--- config.mk ---
export PLATFORM = sky130hd
export DESIGN_NAME = led_matrix_refresh_scanner
export DESIGN_NICKNAME = d
export VERILOG_FILES = /design/src/rtl/led_scan_pkg.sv /design/src/rtl/pin_sync.sv /design/src/rtl/led_matrix_refresh_scanner.sv
export SDC_FILE = /design/constraint.sdc
export NUM_CORES = 1
export LEC_CHECK = 0
export ABC_CLOCK_PERIOD_IN_PS = 13640
export BUFFER_PORTS_ARGS = -buffer_cell sky130_fd_sc_hd__buf_2
export CORE_MARGIN = 5
export CORE_UTILIZATION = 35
export DETAILED_ROUTE_END_ITERATION = 10
export PLACE_DENSITY = 0.47
export SETUP_SLACK_MARGIN = 0.02
export SYNTH_ARGS = -nofsm -noshare
export SYNTH_HDL_FRONTEND = slang
export SYNTH_SLANG_ARGS = --single-unit
export TNS_END_PERCENT = 30
--- constraint.sdc ---
create_clock -name core_clk -period 13.64 [get_ports core_clk]
set_input_delay 2.046 -clock core_clk [delete_from_list [all_inputs] [get_ports core_clk]]
set_output_delay 2.046 -clock core_clk [all_outputs]
set_load 0.01 [all_outputs]
--- src/rtl/led_scan_pkg.sv ---
// shared constants for the led matrix refresh scanner
package led_scan_pkg;

  // matrix geometry
  localparam int NUM_COLS       = 20;
  localparam int NUM_ROWS       = 8;
  localparam int NUM_DOTS       = NUM_COLS * NUM_ROWS;
  localparam int ROW_W          = 3;
  localparam int CNT_W          = 9;
  localparam int SLOT_W         = 6;

  // refresh timing in oscillator cycles
  localparam logic [CNT_W-1:0]  FRAME_LAST   = 9'h1ff;  // 512 cycles per refresh
  localparam logic [SLOT_W-1:0] SLOT_LAST    = 6'h3f;   // 64 cycles per row
  localparam logic [SLOT_W-1:0] BLANK_START  = 6'h3c;   // last 4 cycles blanked
  localparam logic [SLOT_W-1:0] MAX_ON       = 6'h3c;   // 60 lit cycles at most

  // oscillator source timing
  localparam int CLK_HZ         = 40_000_000;
  localparam int INT_OSC_HZ     = 320_000;
  localparam int INT_DIV_CYCLES = CLK_HZ / INT_OSC_HZ;
  localparam int DIV_W          = 8;
  localparam logic [DIV_W-1:0] INT_DIV_LAST = DIV_W'(INT_DIV_CYCLES - 1);
  localparam logic [2:0]       PRESCALE_LAST = 3'h7;    // prescaler divides by 8

  // apb register byte offsets
  localparam logic [7:0] CTRL0_OFS  = 8'h00;
  localparam logic [7:0] CONFIG_OFS = 8'h04;
  localparam logic [7:0] STATUS_OFS = 8'h08;
  localparam logic [7:0] DOT_OFS    = 8'h20;  // rows 0..7 at 0x20..0x3c

  // reset values
  localparam logic [6:0] CTRL0_RESET  = 7'h4d;  // peak 73 percent, duty 60 percent
  localparam logic [1:0] CONFIG_RESET = 2'h0;   // internal oscillator, no prescaler

  // control word 0 field positions
  localparam int PEAK_HI = 5;
  localparam int PEAK_LO = 4;
  localparam int DUTY_HI = 3;
  localparam int DUTY_LO = 0;

  // config field positions
  localparam int CFG_EXT_OSC  = 0;
  localparam int CFG_PRESCALE = 1;

  // lit cycles per row slot for each duty code; code 4'hd gives 36 of 60
  localparam logic [SLOT_W-1:0] DUTY_ON [16] = '{
    6'h00, 6'h01, 6'h02, 6'h03, 6'h04, 6'h05, 6'h07, 6'h09,
    6'h0b, 6'h0e, 6'h12, 6'h17, 6'h1d, 6'h24, 6'h2f, 6'h3c};

  // peak current in percent of full scale per peak code
  localparam logic [6:0] PEAK_PCT [4] = '{7'h49, 7'h32, 7'h64, 7'h5d};

endpackage : led_scan_pkg

--- src/rtl/pin_sync.sv ---
// three-flop pin synchroniser with debounced rising-edge pulse
`timescale 1ns/1ps
`default_nettype none
module pin_sync (
  // clock and reset
  input  wire logic clk,
  input  wire logic rst_n,
  // pin side
  input  wire logic pin_in,
  // core side
  output logic      rise_pulse
);

  logic sync1_reg;
  logic sync2_reg;
  logic sync3_reg;
  logic level_reg;
  logic agree;

  // a change only counts once the second and third stages agree
  assign agree = (sync2_reg == sync3_reg);

  // chain; first stage feeds only the second
  always_ff @(posedge clk or negedge rst_n) begin
    if (!rst_n) begin
      sync1_reg <= 1'b0;
      sync2_reg <= 1'b0;
      sync3_reg <= 1'b0;
    end else begin
      sync1_reg <= pin_in;
      sync2_reg <= sync1_reg;
      sync3_reg <= sync2_reg;
    end
  end

  // accepted level and its rising edge
  always_ff @(posedge clk or negedge rst_n) begin
    if (!rst_n) begin
      level_reg  <= 1'b0;
      rise_pulse <= 1'b0;
    end else begin
      rise_pulse <= agree && sync3_reg && !level_reg;
      if (agree) level_reg <= sync3_reg;
    end
  end

endmodule : pin_sync
`default_nettype wire

--- src/rtl/led_matrix_refresh_scanner.sv ---
// led matrix refresh scanner with apb register slave
//
// The APB slave port and the register offsets were decided locally.
`timescale 1ns/1ps
`default_nettype none
module led_matrix_refresh_scanner
  import led_scan_pkg::*;
(
  // clock and reset
  input  wire logic        core_clk,
  input  wire logic        reset_n,
  // apb slave
  input  wire logic        psel,
  input  wire logic        penable,
  input  wire logic        pwrite,
  input  wire logic [7:0]  paddr,
  input  wire logic [31:0] pwdata,
  output logic             pready,
  output logic [31:0]      prdata,
  output logic             pslverr,
  // external oscillator pin
  input  wire logic        ext_osc_in,
  // led drivers
  output logic [19:0]      col_drive,
  output logic [7:0]       row_sink,
  output logic [1:0]       peak_level,
  output logic [6:0]       peak_pct,
  output logic [6:0]       bright_pct,
  output logic             frame_start
);

  ////////////////////////////////////////////////////////////////////////////
  // reset release

  logic rst_meta_reg;
  logic rst_n_reg;

  // async assert, two-flop release
  always_ff @(posedge core_clk or negedge reset_n) begin
    if (!reset_n) begin
      rst_meta_reg <= 1'b0;
      rst_n_reg    <= 1'b0;
    end else begin
      rst_meta_reg <= 1'b1;
      rst_n_reg    <= rst_meta_reg;
    end
  end

  ////////////////////////////////////////////////////////////////////////////
  // register state

  logic [NUM_COLS-1:0] dot_reg [NUM_ROWS];
  logic [6:0]          ctrl0_reg;
  logic [1:0]          config_reg;
  logic [CNT_W-1:0]    scan_cnt_reg;
  logic [7:0]          frame_cnt_reg;

  ////////////////////////////////////////////////////////////////////////////
  // apb decode

  logic       acc;
  logic       wr_en;
  logic       hit_ctrl0;
  logic       hit_config;
  logic       hit_status;
  logic       hit_dot;
  logic       hit_any;
  logic [2:0] dot_idx;

  // one wait state so read data can come from a flop
  assign acc        = psel && penable && pready;
  assign wr_en      = acc && pwrite && hit_any;
  assign hit_ctrl0  = (paddr == CTRL0_OFS);
  assign hit_config = (paddr == CONFIG_OFS);
  assign hit_status = (paddr == STATUS_OFS);
  assign hit_dot    = (paddr[7:5] == DOT_OFS[7:5]) && (paddr[1:0] == 2'h0);
  assign hit_any    = hit_ctrl0 || hit_config || hit_status || hit_dot;
  assign dot_idx    = paddr[4:2];

  logic [31:0] rd_mux;

  // read selection; status shows scan position and frame count
  assign rd_mux = hit_ctrl0  ? {25'h0, ctrl0_reg} :
                  hit_config ? {30'h0, config_reg} :
                  hit_status ? {15'h0, frame_cnt_reg, scan_cnt_reg} :
                  hit_dot    ? {12'h0, dot_reg[dot_idx]} : 32'h0;

  // handshake: pready high in the second access cycle only
  always_ff @(posedge core_clk or negedge rst_n_reg) begin
    if (!rst_n_reg) begin
      pready  <= 1'b0;
      prdata  <= 32'h0;
      pslverr <= 1'b0;
    end else begin
      pready  <= psel && penable && !pready;
      prdata  <= rd_mux;
      pslverr <= psel && penable && !pready && !hit_any;
    end
  end

  // control writes; status is read only
  always_ff @(posedge core_clk or negedge rst_n_reg) begin
    if (!rst_n_reg) begin
      ctrl0_reg  <= CTRL0_RESET;
      config_reg <= CONFIG_RESET;
    end else if (wr_en) begin
      if (hit_ctrl0) ctrl0_reg <= pwdata[6:0];
      if (hit_config) config_reg <= pwdata[1:0];
    end
  end

  // dot store, one 20-bit row per word
  always_ff @(posedge core_clk or negedge rst_n_reg) begin
    if (!rst_n_reg) begin
      for (int r = 0; r < NUM_ROWS; r++) dot_reg[r] <= '0;
    end else if (wr_en && hit_dot) begin
      dot_reg[dot_idx] <= pwdata[NUM_COLS-1:0];
    end
  end

  ////////////////////////////////////////////////////////////////////////////
  // oscillator source

  logic             ext_rise;
  logic [DIV_W-1:0] int_div_reg;
  logic             int_tick_reg;
  logic             src_tick;
  logic [2:0]       pre_cnt_reg;
  logic             osc_tick;

  pin_sync u_ext_sync (
    .clk        (core_clk),
    .rst_n      (rst_n_reg),
    .pin_in     (ext_osc_in),
    .rise_pulse (ext_rise)
  );

  // internal oscillator as a divided enable pulse
  always_ff @(posedge core_clk or negedge rst_n_reg) begin
    if (!rst_n_reg) begin
      int_div_reg  <= '0;
      int_tick_reg <= 1'b0;
    end else begin
      int_tick_reg <= (int_div_reg == INT_DIV_LAST);
      int_div_reg  <= (int_div_reg == INT_DIV_LAST) ? '0 : int_div_reg + 1'b1;
    end
  end

  // source select; the external pin must stay slow against core_clk
  assign src_tick = config_reg[CFG_EXT_OSC] ? ext_rise : int_tick_reg;

  // optional divide by 8, meant for fast external clocks
  always_ff @(posedge core_clk or negedge rst_n_reg) begin
    if (!rst_n_reg) begin
      pre_cnt_reg <= '0;
    end else if (src_tick) begin
      pre_cnt_reg <= pre_cnt_reg + 1'b1;
    end
  end

  assign osc_tick = src_tick &&
                    (!config_reg[CFG_PRESCALE] || pre_cnt_reg == PRESCALE_LAST);

  ////////////////////////////////////////////////////////////////////////////
  // refresh counters

  logic [ROW_W-1:0]  row_sel;
  logic [SLOT_W-1:0] slot_cnt;
  logic [3:0]        duty_code;
  logic [1:0]        peak_code;
  logic [SLOT_W-1:0] on_cycles;
  logic              blank;
  logic              pwm_on;
  logic              lit;

  // row in upper bits, slot position in lower six
  assign row_sel   = scan_cnt_reg[CNT_W-1:SLOT_W];
  assign slot_cnt  = scan_cnt_reg[SLOT_W-1:0];
  assign duty_code = ctrl0_reg[DUTY_HI:DUTY_LO];
  assign peak_code = ctrl0_reg[PEAK_HI:PEAK_LO];
  assign on_cycles = DUTY_ON[duty_code];
  assign blank     = (slot_cnt >= BLANK_START);
  assign pwm_on    = (slot_cnt < on_cycles);
  assign lit       = !blank && pwm_on;

  // one count per oscillator tick, wrapping after 512
  always_ff @(posedge core_clk or negedge rst_n_reg) begin
    if (!rst_n_reg) begin
      scan_cnt_reg  <= '0;
      frame_cnt_reg <= '0;
    end else if (osc_tick) begin
      scan_cnt_reg <= (scan_cnt_reg == FRAME_LAST) ? '0 : scan_cnt_reg + 1'b1;
      if (scan_cnt_reg == FRAME_LAST) frame_cnt_reg <= frame_cnt_reg + 1'b1;
    end
  end

  ////////////////////////////////////////////////////////////////////////////
  // driver outputs

  logic [13:0] bright_prod;

  // product kept in integer percent; truncation loses under one percent
  assign bright_prod = 14'(PEAK_PCT[peak_code]) * 14'(on_cycles);

  // all driver outputs registered; row sink and columns dark while blanked
  always_ff @(posedge core_clk or negedge rst_n_reg) begin
    if (!rst_n_reg) begin
      col_drive   <= '0;
      row_sink    <= '0;
      peak_level  <= '0;
      peak_pct    <= '0;
      bright_pct  <= '0;
      frame_start <= 1'b0;
    end else begin
      col_drive   <= lit ? dot_reg[row_sel] : '0;
      row_sink    <= blank ? 8'h00 : 8'(8'h01 << row_sel);
      peak_level  <= peak_code;
      peak_pct    <= PEAK_PCT[peak_code];
      bright_pct  <= 7'(bright_prod / 14'(MAX_ON));
      frame_start <= osc_tick && (scan_cnt_reg == FRAME_LAST);
    end
  end

endmodule : led_matrix_refresh_scanner
`default_nettype wire

==> metrics.cfg, run 1 <==
[cts]
cts_resized=0
cts_tree=yes
clk_pin_slew_ns=0.06
htreeDepth=2
postCtsSetupBuffers=0
root_buffer=clkbuf_16
clock_latency_ns=0.54
numClockSinks=269
holdBufCountCts=0
cts_buffers=35
clockBufferDepth=3

[worst_setup_path]
rrSetupSlack_ns=6.14
endpoint_kind=flop
worst-r2r-cell-count=26
cp.arrival_ns=7.90
critPathLaunchType=flop
cp_max_fo=8
crit_type=reg2reg
worstReg2RegEnd=bright_pct[0]$_DFF_PN0_
worst_r2r_startpoint=ctrl0_reg[0]$_DFFE_PN1P_
required_ns=14.04

[die]
dieArea_um2=46900
die_w_um=217
io_pins=125
fp.dieH_um=217
core_area_um2=42000
start_util_pct=35.5
num_rows=75

[power]
power_w=0.00178
irDropWorstVdd_mv=0.0667
p_per_area_nw_per_um2=104
p_leak_nw=8.03

[timing]
drv_slew=0
relSlewSlack_pct=31.4
hold_violations=0
tns_ns=0
setup_viol=0
final.min_clock_period_ns=7.50
skew_ns=0.0134
period_share_pct=55.0
max_freq_mhz=133
worst_pin_slew_ns=1.03
rsz0062_at_grt=false

[yosys]
synth-edff-count=0
avgSynthCellArea_um2=12.8
netlist_instances=1162
async_flop_share_pct=100
synth_flop_cell=dfrtp_1
synth_seq_cells=269
ys_types=85
synth-seq-area-share_pct=45.1
ys_warn_count=0
netlist_area_um2=14900

[global_route]
grt_pass1_wl_um=59400
antenna_found_initial=1
grt_pass1_vias=9967
grt.overflow.total=0
grt_max_degree=71
track_usage_pct=16.1

[finish]
layout-drive-gt1-share_pct=37.2
antenna-diode-count=0
nets=1361
stdcell_area_um2=17100
synthToLayoutAreaGrowth_pct=14.5
largest_reg_flops=160
instances_no_fill=1816

[route]
wirelength_um=37600
final_antenna_net_count=0
first_iter_violations=430
drt-wirelength-per-cell_um=20.7
vias=9645
avgViaCountPerCell=5.31
drtPass1Iterations=5
drcViolationCount=0

[place]
placed_area_um2=16000
dp_hpwl_um=24300
gp_congestion=0.763
placed_cells=1755
io_buffer_count=100

[status]
status=completed

[job]
cap_violations=0

[min_path]
hold_path.class=reg2async

-- power by group --
part,internal [W],switching (W)
Sequential,0.000803,0.00000453
Clock,0.000555,0.000358
Combinational,0.0000173,0.0000412
Total,0.00137,0.000404
-- layer usage --
metal / vias up / GRT usage (%) / routed length (µm)
met1: 5012 / 23.0 / 17800
met5: - / 0 / 0
li1: 4412 / - / -
met2: 174 / 25.7 / 17600
met3: 47 / 3.11 / 1550
met4: 0 / 3.56 / 642
-- area by class of cell --
class / instances / area [µm²]
Clock buffer: 49 / 1010
Sequential cell: 269 / 6740
Fill cell: 4032 / 24900
Multi-Input combinational cell: 774 / 7690
Tap cell: 539 / 674
Clock inverter: 12 / 129
Timing Repair Buffer: 120 / 651
Inverter: 53 / 199
-- cells in the final DEF, fill, tap and decap left out, types with 7 or more instances in the layout --
cell,Yosys,routed
clkinv_2,0,8
dfrtp_1,265,262
nand3_1,7,7
xor2_1,8,8
o21ai_0,32,32
or3_1,8,8
nand4_1,11,11
conb_1,2,13
a21oi_1,21,21
buf_4,16,20
clkbuf_8,0,8
mux2i_1,50,50
and2_1,10,10
nand2_1,58,58
mux2_2,176,176
o211ai_1,8,8
inv_1,53,53
ha_1,41,41
o22ai_1,8,8
clkbuf_16,0,35
xnor2_1,11,11
buf_2,1,100
nor2_1,83,82
mux4_2,80,80
fa_1,21,21
nor3_1,11,10
o21a_1,7,7
-- cells in the mapped netlist (6+ instances only) --
master	number	area, µm²
inv_1	53	199
clkbuf_1	43	161
o21a_1	7	52.6
mux4_2	80	1800
nand2_1	58	218
buf_4	16	120
nor2_1	83	312
mux2i_1	50	500
o21ai_0	32	160
nand3_1	7	35.0
nor2b_1	6	37.5
or3_1	8	50.1
xnor2_1	11	96.3
ha_1	41	513
buf_1	14	52.6
xor2_1	8	70.1
a21o_1	6	45.0
mux2_2	176	1980
a21oi_1	21	105
nand2b_1	6	37.5
nor3_1	11	55.1
o22ai_1	8	50.1
o211ai_1	8	60.1
a211oi_1	6	45.0
dfrtp_1	265	6630
fa_1	21	420
and2_1	10	62.6
nand4_1	11	68.8
-- cell families after synthesis --
kind of cell / share of synthesized area [%]
other: 0.0503
xor gates and xnor gates: 1.11
buffers and inverters: 3.83
and+or+nand+nor: 7.74
muxes: 29.0
AOI/OAI and AO/OA: 6.78
DFF: 45.1
adders and majority gates: 6.40
-- stage by stage --
step	worst slack (ns)	hold WS [ns]	utilization, %
after floorplan	5.60	0.331	-
after global placement	6.19	0.337	38.0
after detailed placement	6.15	0.335	38.0
after CTS	6.12	0.337	40.7
after global routing	5.66	0.370	40.7
final	6.14	0.312	40.7
-- how the worst max path moves through the flow --
stage                                  start                 endpoint  slack, ns  cells after the start
detailed placement  ctrl0_reg[0]$_DFFE_PN1P_  bright_pct[0]$_DFF_PN0_       6.15                     26
global placement    ctrl0_reg[0]$_DFFE_PN1P_  bright_pct[0]$_DFF_PN0_       6.19                     26
CTS                 ctrl0_reg[0]$_DFFE_PN1P_  bright_pct[0]$_DFF_PN0_       6.12                     26
finish              ctrl0_reg[0]$_DFFE_PN1P_  bright_pct[0]$_DFF_PN0_       6.14                     26
global route        ctrl0_reg[0]$_DFFE_PN1P_  bright_pct[0]$_DFF_PN0_       5.66                     26
floorplan                rst_n_reg$_DFF_PN0_  bright_pct[0]$_DFF_PN0_       5.60                      0
-- worst max-delay path: stages (launching register included) --
cell      delay (ns)
dfstp_2         0.63
inv_1           0.10
ha_1            0.32
mux2i_1         0.14
nor2_1          0.05
a21oi_1         0.46
nand2_1         0.14
fa_1            0.50
inv_1           0.05
fa_1            0.48
inv_1           0.06
fa_1            0.53
inv_1           0.04
ha_1            0.37
o211a_1         0.26
o31a_1          0.15
o41ai_2         0.47
and2_1          0.37
a21oi_1         0.13
or3_1           0.47
a31oi_1         0.35
a31o_2          0.22
a21oi_1         0.08
o31ai_2         0.40
a21boi_1        0.20
a311oi_1        0.30
a211oi_1        0.11
No activity file was read; power rests on OpenSTA's default activity.
==> run 2: changes to the inputs <==
--- a/config.mk
+++ b/config.mk
@@ -5,12 +5,12 @@
 export SDC_FILE = /design/constraint.sdc
 export NUM_CORES = 1
 export LEC_CHECK = 0
-export ABC_CLOCK_PERIOD_IN_PS = 13640
+export ABC_CLOCK_PERIOD_IN_PS = 6200
 export BUFFER_PORTS_ARGS = -buffer_cell sky130_fd_sc_hd__buf_2
 export CORE_MARGIN = 5
 export CORE_UTILIZATION = 35
 export DETAILED_ROUTE_END_ITERATION = 10
-export PLACE_DENSITY = 0.47
+export PLACE_DENSITY = 0.49
 export SETUP_SLACK_MARGIN = 0.02
 export SYNTH_ARGS = -nofsm -noshare
 export SYNTH_HDL_FRONTEND = slang
==> constraint.sdc (replaced) <==
create_clock -name core_clk -period 6.2 [get_ports core_clk]
set_input_delay 0.93 -clock core_clk [delete_from_list [all_inputs] [get_ports core_clk]]
set_output_delay 0.93 -clock core_clk [all_outputs]
set_load 0.01 [all_outputs]
==> run 2 against run 1 <==
  * Die area unchanged
  * Critical path depth is 2 higher
  * First-iteration DRC count grew 24%
  * Utilization increased by 3.0 points
  * Final area grew 7.5%
  * Global-route usage up 0.31 points
  * Clock skew down 0.0035 ns
  * Via count up 2.5%
  * Worst setup slack got worse by 6.5 ns
  * Critical path type unchanged
  * The flow now finishes with violations (setup timing)
==> metrics.cfg, run 2 (synthesis gave the netlist of run 1 again) <==
[cts]
clock_latency_ns=0.53
holdBufCountCts=0
numClockSinks=269
cts_buffers=35
root_buffer=clkbuf_16
cts_tree=yes
clk_pin_slew_ns=0.06
htreeDepth=2
clockBufferDepth=3

[die]
start_util_pct=35.5
dieArea_um2=46900
die_w_um=217
io_pins=125
core_area_um2=42000
fp.dieH_um=217
num_rows=75

[finish]
instances_no_fill=1929
regArea_um2=6740
finish.utilization_pct=43.7
most-common-layout-cells=dfrtp_1 (262), mux2_2 (176), buf_4 (129)
layout-drive-gt1-share_pct=46.0
antenna-diode-count=0
synthToLayoutAreaGrowth_pct=23.1
multi_input_area_um2=8020
nets=1474
largest_reg_flops=160
stdcell_area_um2=18400
layout_commonest_cell=dfrtp_1
num-fill-cells=3904

[route]
first_iter_violations=535
drcViolationCount=0
avgViaCountPerCell=5.13
final_antenna_net_count=0
drt-wirelength-per-cell_um=19.9
wirelength_um=38400
wl_met3_um=1760
wl_met2_um=18500
vias=9888
highest_layer=met4
wl_met1_um=17500
drtPass1Iterations=4

[global_route]
antenna_found_initial=0
track_usage_pct=16.4
grt.overflow.total=0
grt_pass1_wl_um=60500
grt_pass1_vias=10300
grt_max_degree=140

[power]
p_per_area_nw_per_um2=220
power_w=0.00404
p_leak_nw=8.62
irDropWorstVdd_mv=0.243

[worst_setup_path]
cpPeakStageDelay_ns=0.57
critPathLaunchType=flop
crit_type=reg2reg
cp_max_fo=7
required_ns=6.64
endpoint_kind=flop
slowest_stage=dfstp_2
path_buf_inv=8
crit_family=adder cells
cp.arrival_ns=6.96

[timing]
worst_pin_slew_ns=1.13
setup_viol=3
rsz0062_at_grt=true
layout_setup_ws_ns=-0.327
relSlewSlack_pct=24.6
final.min_clock_period_ns=6.53
tns_ns=-0.806
skew_ns=0.00993
hold_violations=0
period_share_pct=105
max_freq_mhz=153
drv_slew=0

[status]
violations=setup timing
status=complete, but fails checks

[place]
io_buffer_count=100
placed_area_um2=16700
gp_congestion=0.795
dp_hpwl_um=25300
placed_cells=1847

[job]
cap_violations=0

[min_path]
hold_path.class=in2async

## run 2: path summary, 6_finish.rpt
kind                                     startpoint                      end  slack (ns)  cells past startpoint
setup / recovery           ctrl0_reg[0]$_DFFE_PN1P_  bright_pct[0]$_DFF_PN0_       -0.33                     28
hold / removal                              reset_n      rst_n_reg$_DFF_PN0_        0.17                      1
setup reg to reg           ctrl0_reg[0]$_DFFE_PN1P_  bright_pct[0]$_DFF_PN0_       -0.33                     28
hold reg to reg              rst_meta_reg$_DFF_PN0_      rst_n_reg$_DFF_PN0_        0.35                      0
max in group asynchronous       rst_n_reg$_DFF_PN0_     prdata[18]$_DFF_PN0_        4.34                      1
min in group core_clk        rst_meta_reg$_DFF_PN0_      rst_n_reg$_DFF_PN0_        0.35                      0
## run 2: metrics by stage
stage	worst slack (ns)	hold WS, ns
3_5_place_dp	-0.650	0.345
3_3_place_gp	-0.548	0.338
2_1_floorplan	-0.422	0.331
5_1_grt	-0.673	0.133
6_report	-0.327	0.167
4_1_cts	-0.332	0.127
## run 2: timing repair
action,4_1_cts,5_1_grt
setup buffers,17,5
gates resized for setup,46,25
endpoints found under the setup margin,3,4
pin swaps,38,34
## run 2: final cells by class
class                           instances  area share (%)
Clock inverter                         13            1.12
Multi-Input combinational cell        774            43.6
Clock buffer                           48            5.47
Inverter                               53            1.08
Tap cell                              539            3.67
Sequential cell                       269            36.7
Timing Repair Buffer                  233            8.32
## run 2: metal layers
metal	track usage, %	vias up
met2	26.7	159
met1	22.8	5056
met3	3.42	47
met4	3.63	0
li1	-	4626
met5	0	-
## run 2: power by group
| part | leakage [nW] | switching [W] | internal [W] |
|---|---|---|---|
| clock network | 0.586 | 0.000790 | 0.00134 |
| logic | 4.34 | 0.0000893 | 0.0000425 |
| registers | 3.70 | 0.0000129 | 0.00177 |
| total | 8.62 | 0.000892 | 0.00315 |
==> run 3: changes to the inputs <==
--- a/config.mk
+++ b/config.mk
@@ -14,5 +14,6 @@
 export SETUP_SLACK_MARGIN = 0.02
 export SYNTH_ARGS = -nofsm -noshare
 export SYNTH_HDL_FRONTEND = slang
+export SYNTH_HIERARCHICAL = 1
 export SYNTH_SLANG_ARGS = --single-unit
 export TNS_END_PERCENT = 30
==> run 3 against run 2 <==
  * The flow still finishes with violations (setup timing)
  * Clock power is 5% lower
  * Clock skew is 0.024 ns higher
  * Combinational power hardly changed
  * First-iteration DRC count is 12% lower
==> metrics.cfg, run 3 <==
[status]
status=complete, but fails checks
violations=setup timing

[timing]
fin_hold_ws_ns=0.168
layout_setup_ws_ns=-0.0611
final.min_clock_period_ns=6.26
worst_pin_slew_ns=0.980
max_freq_mhz=160
rsz0062_at_grt=true
relSlewSlack_pct=34.7
period_share_pct=101
tns_ns=-0.0895
skew_ns=0.0342
hold_violations=0
setup_viol=2
drv_slew=0

[yosys]
avgSynthCellArea_um2=12.8
ys_types=75
synth_area_leaders=dfrtp_1 (44%), mux2_2 (13%), mux4_2 (12%)
async_flop_share_pct=100
synth-seq-area-share_pct=45.0
netlist_instances=1173
synth_flop_cell=dfrtp_1
ys_warn_count=6
synthMostInstantiatedCell=dfrtp_1
netlist_area_um2=15000
yosys.area.top_type_share_pct=44.3
synth_top_area_cell=dfrtp_1
synth-edff-count=0
synth_seq_cells=269
synth_commonest_cells=dfrtp_1 (265), mux2_2 (174), nor2_1 (82), mux4_2 (80), nand2_1 (61)

[power]
pwr-share-clk_pct=51.3
p_sw_share_pct=22.7
sequentialPowerShare_pct=45.2
p_sw_w=0.000890
p_leak_nw=8.82
irDropWorstVdd_mv=0.174
p_per_area_nw_per_um2=210
p_comb_share_pct=3.4
p_int_w=0.00303

[cts]
clock_latency_ns=0.55
root_buffer=clkbuf_16
cts_buffers=34
numClockSinks=269
cts_tree=yes
htreeDepth=2
clockBufferDepth=3
clk_pin_slew_ns=0.06
holdBufCountCts=0

[finish]
most-common-layout-cells=dfrtp_1 (262), mux2_2 (173), buf_4 (142)
nets=1502
synthToLayoutAreaGrowth_pct=24.9
layout-drive-gt1-share_pct=47.8
multi_input_area_um2=8200
finish.utilization_pct=44.4
largest_reg_flops=160
instances_no_fill=1960
num-fill-cells=3873
layout_commonest_cell=dfrtp_1
regArea_um2=6740

[route]
final_antenna_net_count=0
avgViaCountPerCell=5.07
vias=9934
drt-wirelength-per-cell_um=19.6
wirelength_um=38400
drcViolationCount=0
drtPass1Iterations=4
first_iter_violations=472

[worst_setup_path]
crit_family=compound AO/OA/AOI/OAI gates
worst_r2r_startpoint=ctrl0_reg[0]$_DFFE_PN1P_
crit_type=reg2reg
endpoint_kind=flop
cpMostUsedCell=inv_2
required_ns=6.62
critPathLaunchType=flop
cp_max_fo=5
path_buf_inv=5
cpPeakStageDelay_ns=0.56
slowest_stage=dfstp_2
cp.arrival_ns=6.68
critPathLaunch=ctrl0_reg[0]$_DFFE_PN1P_

[die]
fp.dieH_um=217
start_util_pct=35.5
core_area_um2=42100
io_pins=125
dieArea_um2=47000
die_w_um=217
num_rows=75

[place]
gp_congestion=0.820
placed_cells=1870
dp_hpwl_um=25000
post-place-ws_ns=-0.560
io_buffer_count=100

[global_route]
track_usage_pct=16.6
grt_pass1_wl_um=61300
grt_max_degree=142
grt.overflow.total=0
antenna_found_initial=3
grt_pass1_vias=10600

[min_path]
hold_path.class=in2async

[job]
cap_violations=0

[run 3: cell count changes in the layout (fill, tap and decap cells not counted), sizes merged, moves of 10 or more]
| cell | delta |
|---|---|
| buf | +22 |
| nand3 | +12 |
| nand2b | +10 |
| a21oi | +10 |
[run 3: routing by layer]
layer	part of all wire (%)	up-vias	wire length, µm	track usage [%]
li1	-	4661	-	-
met1	46	5082	17600	22.8
met2	48	145	18400	27.5
met3	4.6	42	1780	3.28
met4	1.6	4	625	3.63
met5	0.055	-	21	0
[run 3: final timing paths]
path                                                 to  cells after the start  slack [ns]
min in group core_clk               rst_n_reg$_DFF_PN0_                      0        0.34
worst max register to register  bright_pct[0]$_DFF_PN0_                     26       -0.06
worst min register to register      rst_n_reg$_DFF_PN0_                      0        0.34
worst min-delay path                rst_n_reg$_DFF_PN0_                      1        0.17
worst max-delay path            bright_pct[0]$_DFF_PN0_                     26       -0.06
max in group asynchronous          prdata[15]$_DFF_PN0_                      1        4.67
[run 3: final cells by class]
type	instances	share of cell area (%)
Multi-Input combinational cell	781	43.9
Sequential cell	269	36.1
Timing Repair Buffer	255	9.21
Clock buffer	52	5.46
Tap cell	539	3.61
Inverter	53	1.08
Clock inverter	10	0.710
Antenna cell	1	0.0134
[run 3: metrics by stage]
stage,instance area [µm²],total power (W)
final,18700,0.00392
after global routing,18700,0.00409
after floorplan,15000,0.00189
after global placement,16800,0.00194
after CTS,18500,0.00400
after detailed placement,16800,0.00194
[run 3: cell families (layout without fill, tap and decap cells)]
logic type                 Yosys count  after routing  share of synthesized area [%]
AOI/OAI and AO/OA                  127            127                           6.59
xor gates and xnor gates            26             26                           1.52
buffers and inverters              134            370                           3.89
other                                2             14                         0.0502
DFF                                269            269                           45.0
adders and majority gates           63             63                           6.31
and+or+nand+nor                    244            244                           7.84
muxes                              308            308                           28.8
[run 3: power by group through the flow]
stage / clock network, W / registers [W] / logic [W]
2_1_floorplan: 0 / 0.00183 / 0.0000608
3_3_place_gp: 0 / 0.00181 / 0.000132
3_5_place_dp: 0 / 0.00181 / 0.000134
4_1_cts: 0.00208 / 0.00178 / 0.000137
5_1_grt: 0.00216 / 0.00178 / 0.000149
6_report: 0.00202 / 0.00178 / 0.000134
[run 3: timing repair]
action                                 4_1_cts  5_1_grt
setup buffers                               17       11
endpoints found under the hold margin        0        0
setup endpoints to repair                    3        3
pin swaps                                   52       43
gates resized for setup                     75       32
